`config.mk`:
```
export PLATFORM = sky130hd
export DESIGN_NAME = ccc_exec
export DESIGN_NICKNAME = d
export VERILOG_FILES = /design/src/ccc_pkg.sv /design/src/ccc_cmp.sv /design/src/ccc_exec.sv
export SDC_FILE = /design/constraint.sdc
export NUM_CORES = 1
export LEC_CHECK = 0
export BUFFER_PORTS_ARGS = -buffer_cell sky130_fd_sc_hd__buf_2
export CAP_MARGIN = 20
export CORE_ASPECT_RATIO = 1.5
export CORE_MARGIN = 4
export CORE_UTILIZATION = 48
export DETAILED_ROUTE_END_ITERATION = 8
export PLACE_DENSITY = 0.78
export SLEW_MARGIN = 20
export SYNTH_ARGS = -nofsm -noshare
export SYNTH_HDL_FRONTEND = slang
export SYNTH_SLANG_ARGS = --single-unit
```
`constraint.sdc`:
```
create_clock -name clk_i -period 4.5 [get_ports clk_i]
set_input_delay 0.9 -clock clk_i [delete_from_list [all_inputs] [get_ports clk_i]]
set_output_delay 0.9 -clock clk_i [all_outputs]
set_load 0.03 [all_outputs]
```
`src/ccc_pkg.sv`:
```
package ccc_pkg;

    // ------------------------------------------------------------
    // Opcodes
    // ------------------------------------------------------------
    localparam logic [7:0] OP_CJ_A_DIR = 8'hb5;
    localparam logic [7:0] OP_CJ_A_IMM = 8'hb4;
    localparam logic [4:0] OP_CJ_RN_HI = 5'h17;
    localparam logic [6:0] OP_CJ_RI_HI = 7'h5b;
    localparam logic [7:0] OP_ZERO_ACC = 8'he4;
    localparam logic [7:0] OP_ZERO_CY = 8'hc3;
    localparam logic [7:0] OP_ZERO_BIT = 8'hc2;
    localparam logic [7:0] OP_INV_ACC = 8'hf4;
    localparam logic [7:0] OP_INV_CY = 8'hb3;
    localparam logic [7:0] OP_INV_BIT = 8'hb2;

    // ------------------------------------------------------------
    // Lengths and cycle counts
    // ------------------------------------------------------------
    localparam logic [1:0] CJ_BYTES = 2'h3;
    localparam logic [1:0] BIT_BYTES = 2'h2;
    localparam logic [1:0] ONE_BYTE = 2'h1;
    localparam logic [1:0] CJ_CYCLES = 2'h2;
    localparam logic [1:0] ONE_CYCLE = 2'h1;

    // ------------------------------------------------------------
    // Reset values and port one bit address
    // ------------------------------------------------------------
    localparam logic [7:0] ACC_RST = 8'h00;
    localparam logic [15:0] PC_RST = 16'h0000;
    localparam logic [7:0] PORT_RST = 8'hff;
    localparam logic [7:0] PORT_ONE_ADDR = 8'h90;

    // Instruction bytes presented to the core
    typedef struct packed {
        logic [7:0] op;
        logic [7:0] b1;
        logic [7:0] b2;
    } ccc_instr_s;

    // Result of one executed instruction
    typedef struct packed {
        logic hit;
        logic [1:0] len;
        logic [1:0] cycles;
    } ccc_info_s;

    typedef enum logic [0:0] {
        ST_IDLE = 1'b0,
        ST_WAIT = 1'b1
    } ccc_state_e;

endpackage

```
`src/ccc_cmp.sv`:
```
`timescale 1ns/1ps
module ccc_cmp
    import ccc_pkg::*;
#(
    parameter int WIDTH = 8
) (
    input wire logic [WIDTH-1:0] dst_i,
    input wire logic [WIDTH-1:0] src_i,
    output logic ne_o,
    output logic lt_o
);
    initial begin
        if (WIDTH < 1) begin
            $error("ccc_cmp width must be positive");
        end
    end
    assign ne_o = (dst_i != src_i);
    assign lt_o = (dst_i < src_i);
endmodule

```
`src/ccc_exec.sv`:
```
// Contract
// - Compare-jump branches only when operands differ, else falls through.
// - PC advances three bytes; target adds signed last-byte displacement.
// - Carry set when destination unsigned less than source, else cleared.
// - Compare-jump never alters either compared operand.
// - Only A/direct, A/immediate, Rn/immediate, @Ri/immediate compare pairs.
// - Opcode b5 is A versus direct byte, three bytes long.
// - Opcode e4 zeroes accumulator, one byte, one cycle, flags kept.
// - Bit zeroing targets carry or direct bit; c3 zeroes carry.
// - Bit zeroing drives only addressed bit low, other flags kept.
// - Opcode c2 plus bit address zeroes a bit, two bytes, one cycle.
// - Accumulator inversion flips all eight bits, one byte, flags kept.
// - Bit inversion flips carry or direct bit, no other flag.
// - Port bit inversion reads the output latch, never the pin.
`timescale 1ns/1ps
module ccc_exec
    import ccc_pkg::*;
#(
    parameter int DATA_W = 8,
    parameter int PC_W = 16
) (
    input wire logic clk_i,
    input wire logic rst_n_i,
    input wire logic start_i,
    input wire ccc_instr_s instr_i,
    input wire logic [DATA_W-1:0] dir_byte_i,
    input wire logic [DATA_W-1:0] reg_byte_i,
    input wire logic [DATA_W-1:0] ind_byte_i,
    input wire logic bit_val_i,
    input wire logic [DATA_W-1:0] port_pin_i,
    output logic busy_o,
    output logic done_o,
    output logic illegal_o,
    output logic [PC_W-1:0] pc_o,
    output logic [DATA_W-1:0] acc_o,
    output logic carry_o,
    output logic bit_we_o,
    output logic [7:0] bit_addr_o,
    output logic bit_wdata_o,
    output logic [DATA_W-1:0] port_one_latch_o
);
    initial begin
        if (DATA_W != 8) begin
            $error("ccc_exec supports only 8-bit data");
        end
        if (PC_W < 8) begin
            $error("ccc_exec pc too narrow");
        end
    end

    // ------------------------------------------------------------
    // Decode
    // ------------------------------------------------------------
    logic is_cj_dir;
    logic is_cj_aimm;
    logic is_cj_rn;
    logic is_cj_ri;
    logic is_cj;
    logic is_zacc;
    logic is_zcy;
    logic is_zbit;
    logic is_iacc;
    logic is_icy;
    logic is_ibit;
    logic known;
    logic port_bit;
    logic cur_bit;
    logic [DATA_W-1:0] cj_dst;
    logic [DATA_W-1:0] cj_src;
    logic cj_ne;
    logic cj_lt;
    ccc_info_s info;

    assign is_cj_dir = (instr_i.op == OP_CJ_A_DIR);
    assign is_cj_aimm = (instr_i.op == OP_CJ_A_IMM);
    assign is_cj_rn = (instr_i.op[7:3] == OP_CJ_RN_HI);
    assign is_cj_ri = (instr_i.op[7:1] == OP_CJ_RI_HI);
    assign is_cj = is_cj_dir | is_cj_aimm | is_cj_rn | is_cj_ri;
    assign is_zacc = (instr_i.op == OP_ZERO_ACC);
    assign is_zcy = (instr_i.op == OP_ZERO_CY);
    assign is_zbit = (instr_i.op == OP_ZERO_BIT);
    assign is_iacc = (instr_i.op == OP_INV_ACC);
    assign is_icy = (instr_i.op == OP_INV_CY);
    assign is_ibit = (instr_i.op == OP_INV_BIT);
    assign known = is_cj | is_zacc | is_zcy | is_zbit | is_iacc | is_icy | is_ibit;

    // Port one bits sit at 90..97 in bit space
    assign port_bit = (instr_i.b1[7:3] == PORT_ONE_ADDR[7:3]);
    // Latch, not pin, so an output driven low by a load stays consistent
    assign cur_bit = port_bit ? port_one_latch_o[instr_i.b1[2:0]] : bit_val_i;

    // Pin input unused: read-modify-write ignores pin level by design
    always_comb begin
        cj_dst = acc_o;
        cj_src = instr_i.b1;
        if (is_cj_dir) begin
            cj_src = dir_byte_i;
        end
        if (is_cj_rn) begin
            cj_dst = reg_byte_i;
        end
        if (is_cj_ri) begin
            cj_dst = ind_byte_i;
        end
    end

    ccc_cmp #(
        .WIDTH(DATA_W)
    ) u_cmp (
        .dst_i(cj_dst),
        .src_i(cj_src),
        .ne_o(cj_ne),
        .lt_o(cj_lt)
    );

    always_comb begin
        info.hit = known;
        info.len = ONE_BYTE;
        info.cycles = ONE_CYCLE;
        if (is_cj) begin
            info.len = CJ_BYTES;
            info.cycles = CJ_CYCLES;
        end else if (is_zbit | is_ibit) begin
            info.len = BIT_BYTES;
        end
    end

    // ------------------------------------------------------------
    // Sequencing
    // ------------------------------------------------------------
    ccc_state_e state_reg;
    logic [PC_W-1:0] pc_next;
    logic [PC_W-1:0] pc_seq;
    logic take;

    assign take = start_i & (state_reg == ST_IDLE);
    assign busy_o = (state_reg == ST_WAIT);
    assign pc_seq = pc_o + PC_W'(info.len);

    always_comb begin
        pc_next = pc_seq;
        if (is_cj && cj_ne) begin
            pc_next = pc_seq + {{(PC_W-8){instr_i.b2[7]}}, instr_i.b2};
        end
    end

    // Compare forms hold the second machine cycle in ST_WAIT
    always_ff @(posedge clk_i) begin
        if (!rst_n_i) begin
            state_reg <= ST_IDLE;
        end else begin
            unique case (state_reg)
                ST_IDLE: begin
                    if (take && known && info.cycles == CJ_CYCLES) begin
                        state_reg <= ST_WAIT;
                    end
                end
                ST_WAIT: begin
                    state_reg <= ST_IDLE;
                end
            endcase
        end
    end

    always_ff @(posedge clk_i) begin
        if (!rst_n_i) begin
            done_o <= 1'b0;
            illegal_o <= 1'b0;
        end else begin
            done_o <= (take && known && info.cycles == ONE_CYCLE) || busy_o;
            illegal_o <= take && !known;
        end
    end

    // ------------------------------------------------------------
    // Program counter
    // ------------------------------------------------------------
    always_ff @(posedge clk_i) begin
        if (!rst_n_i) begin
            pc_o <= PC_RST;
        end else if (take && known) begin
            pc_o <= pc_next;
        end
    end

    // ------------------------------------------------------------
    // Accumulator
    // ------------------------------------------------------------
    always_ff @(posedge clk_i) begin
        if (!rst_n_i) begin
            acc_o <= ACC_RST;
        end else if (take && is_zacc) begin
            acc_o <= '0;
        end else if (take && is_iacc) begin
            acc_o <= ~acc_o;
        end
    end

    // ------------------------------------------------------------
    // Carry
    // ------------------------------------------------------------
    always_ff @(posedge clk_i) begin
        if (!rst_n_i) begin
            carry_o <= 1'b0;
        end else if (take && is_cj) begin
            carry_o <= cj_lt;
        end else if (take && is_zcy) begin
            carry_o <= 1'b0;
        end else if (take && is_icy) begin
            carry_o <= ~carry_o;
        end
    end

    // ------------------------------------------------------------
    // Bit write port and port one latch
    // ------------------------------------------------------------
    // Compare forms never raise the write strobe, so operands stay intact
    always_ff @(posedge clk_i) begin
        if (!rst_n_i) begin
            bit_we_o <= 1'b0;
            bit_addr_o <= '0;
            bit_wdata_o <= 1'b0;
        end else begin
            bit_we_o <= take && (is_zbit || is_ibit);
            bit_addr_o <= instr_i.b1;
            bit_wdata_o <= is_ibit ? ~cur_bit : 1'b0;
        end
    end

    always_ff @(posedge clk_i) begin
        if (!rst_n_i) begin
            port_one_latch_o <= PORT_RST;
        end else if (take && port_bit && is_zbit) begin
            port_one_latch_o[instr_i.b1[2:0]] <= 1'b0;
        end else if (take && port_bit && is_ibit) begin
            port_one_latch_o[instr_i.b1[2:0]] <= ~cur_bit;
        end
    end
endmodule

```
==> results.md <==
* IO buf count at 97
* Peak Freq at 0.237 GHz
* Reg2reg end: pc_o[15]$_SDFFE_PN0P_
* Clock transition at path regs at around 0.080 ns
* Share of layout cells above drive strength 1 at 25.8%
* Buffer depth of the longest clock path at 2
* Ports at approximately 110
* Most frequent cells in the layout: 97 x buf_2, 50 x nand2_1, 46 x dfxtp_1
* Worst Hold Endpoint: port_one_latch_o[4]$_SDFFE_PN1P_
* Ant diodes at 0
* Synthesized area at 3630 sq um
* Endpoint class of the critical path: flop
* Initial antenna violation count at 0
* Synth unique cells at between 60 and 70
* Nets at roughly 640
* CP arrival at roughly 4.4 ns
* R2r setup slk at 1.09 ns
* Synth-to-Final Area Change at 22.0%
* Starting density of the core at 49.6%
* GPL Wtd Cong at slightly above 0.9
* Mean area per synthesized cell at 8.21 sq um
* DRC at 0
* Routed vias/inst at 5.68
* Maximum number of pins on one net before global-route repair at 34
* Via count at between 3k and 4k
* Critical Path Start Type: input pin
* Clock tree sinks at 46
* Die W at 79 um
* Routed WL per cell at 15.6 um
* RSZ-0062 raised after global routing: no
* Root buf cell: clkbuf_8
* Reg2reg path depth at 15
* H-Tree Depth at 2
* Peak supply drop at 0.116 mV
* Sequential Area at 921 sq um
* Worst-Skew Late Latency at ~0.3 ns
* Die area at 9050 sq um
* Fraction of registers with async set/reset at 0%
* Fin. max-slew vios at 0
* Period minus WS final at 4.22 ns
* DRT iter0 DRCs at between 150 and 200
* Class of the worst hold path: flop to flop
* CTS tree: built
* Core Util, Final at 60.5%
* Num CTS Buffers at 5
* CTS Hold Bufs at 0
* Post-CTS Setup Bufs at 0
* Status: completed
* Synthesis-stage register bit count at 46
* Max cap viols at 0
* Top FF cell, synth: dfxtp_1
* Die Height at 115 um
* Worst slew margin at 56.9%
* Setup CP Type: input pin to flop
* Final Setup Violations at 0
* P per Cell Area at 217 nW/um^2
* Slew @ Worst Pin at around 0.65 ns
* Global route overflow at 0
* Min-delay src: port_one_latch_o[4]$_SDFFE_PN1P_
* Total core area at 7320 sq um
* Routed Antenna Nets at 0
* Commonest non-fill, non-tap cell in the layout: buf_2
* Final wirelength at 10100 um
* Final hold violation count at 0
* Resized Gates After CTS at 0
* Skew final at ~0.0031 ns
* Area of the multi-input gates at roughly 2600 sq um
* Number of flops mapped to enable cells by yosys at 0
* First-pass GRT wire length at 16500 um
* R2R Path Start: pc_o[0]$_SDFFE_PN0P_
* Drt pass-1 iters at 4
* Fin Setup TNS at 0 ns
* Syn nets at 532
* Final Cycle Share at 93.8%
* Mapped Cells at 442
* Sequential element share of the synthesized area at 25.4%
* Dpl hpwl at 7970 um
* Crit path max fanout at 6
* Vias in the first global route at 3615
* Overall Global Routing Usage at approximately 22%
* Required @ worst endpoint at 4.69 ns
* Pleak at 2.10 nW
* Critical Path Source: instr_i[22]
* Hold path depth at 2
* Number of fill cells at 703
* Warning count from the yosys run at 0
* Num rows at 38
==> metrics by stage <==
stage               std cells  total power [mW]  hold WS, ns  setup slack, ns  instance area, sq um
global route              651              1.01        0.542           0.0458                  4430
CTS                       651             0.968        0.509            0.348                  4430
global placement          644             0.644        0.474            0.127                  4320
detailed placement        644             0.651        0.485           0.0454                  4320
floorplan                 442             0.571        0.600           0.0967                  3630
finish                    651             0.962        0.507            0.279                  4430
==> per-layer routing <==
layer / up-vias / routed length [um] / track usage, % / part of all wire, %
li1: 1827 / - / - / -
met1: 1709 / 3900 / 23.9 / 39
met4: 0 / 335 / 10.1 / 3.3
met2: 137 / 5240 / 42.3 / 52
met3: 25 / 658 / 3.78 / 6.5
met5: - / 0 / 0 / 0
==> critical path, cell delays in order <==
cell,delay [ns]
buf_2,0.13
and4b_1,0.25
o21ai_2,0.20
ha_1,0.20
inv_1,0.06
fa_1,0.41
nor3_2,0.20
buf_4,0.16
nand4_1,0.11
xnor2_1,0.23
ha_1,0.30
a21oi_1,0.18
o21ai_1,0.09
a211oi_1,0.35
o31ai_1,0.12
a311o_1,0.36
o21ai_0,0.09
nand4_1,0.09
==> area by class of cell <==
class | instances | area share [%]
multi-input combinational | 369 | 58.4
sequential | 46 | 20.8
timing repair buffer | 118 | 14.5
tap | 100 | 2.82
clock buffer | 6 | 1.86
inverter | 11 | 0.932
clock inverter | 1 | 0.678
==> kinds of logic after synthesis <==
| family | count (synthesis) | synth area share, % |
|---|---|---|
| AND/OR/NAND/NOR | 162 | 24.1 |
| XOR/XNOR | 33 | 7.96 |
| AO/OA/AOI/OAI | 118 | 20.5 |
| flip-flops | 46 | 25.4 |
| multiplexers | 26 | 7.89 |
| buffers and inverters | 27 | 3.38 |
| adder cells (fa/ha/maj) | 30 | 10.8 |
==> report_power, final <==
| group | switching, mW | internal (mW) | leakage [nW] | total, mW |
|---|---|---|---|---|
| Sequential | 0.0107 | 0.419 | 0.374 | 0.430 |
| Combinational | 0.128 | 0.0847 | 1.66 | 0.213 |
| Clock | 0.141 | 0.178 | 0.0573 | 0.319 |
| Total | 0.280 | 0.682 | 2.10 | 0.962 |
==> flip-flops by register name (all words and copies together) (netlist names) <==
name              cells
bit_we_o              1
pc_o                 16
busy_o                1
bit_addr_o            8
carry_o               1
bit_wdata_o           1
acc_o                 8
done_o                1
illegal_o             1
port_one_latch_o      8
==> synthesized netlist by cell type, drive strengths merged, types with 7 or more instances <==
library cell	instances	area share, %
xnor2	24	5.8
buf	8	1.4
nand2	51	5.3
xor2	9	2.2
ha	28	9.7
inv	10	1.0
nor2	34	3.7
dfxtp	46	25
mux2i	23	6.3
and2	9	1.6
nand4	7	1.2
a21o	9	1.9
nand3	21	2.9
clkbuf	8	0.83
o21ai	33	4.8
a211oi	7	1.4
a21oi	34	4.7
nor3	10	2.1
==> worst max path at each step <==
stage	slack [ns]	to
6_report	0.28	pc_o[15]$_SDFFE_PN0P_
5_1_grt	0.05	pc_o[15]$_SDFFE_PN0P_
4_1_cts	0.35	pc_o[15]$_SDFFE_PN0P_
3_5_place_dp	0.05	pc_o[15]$_SDFFE_PN0P_
3_3_place_gp	0.13	pc_o[15]$_SDFFE_PN0P_
2_1_floorplan	0.1	pc_o[15]$_SDFFE_PN0P_
Note: power is estimated with default switching activity, not from simulation.
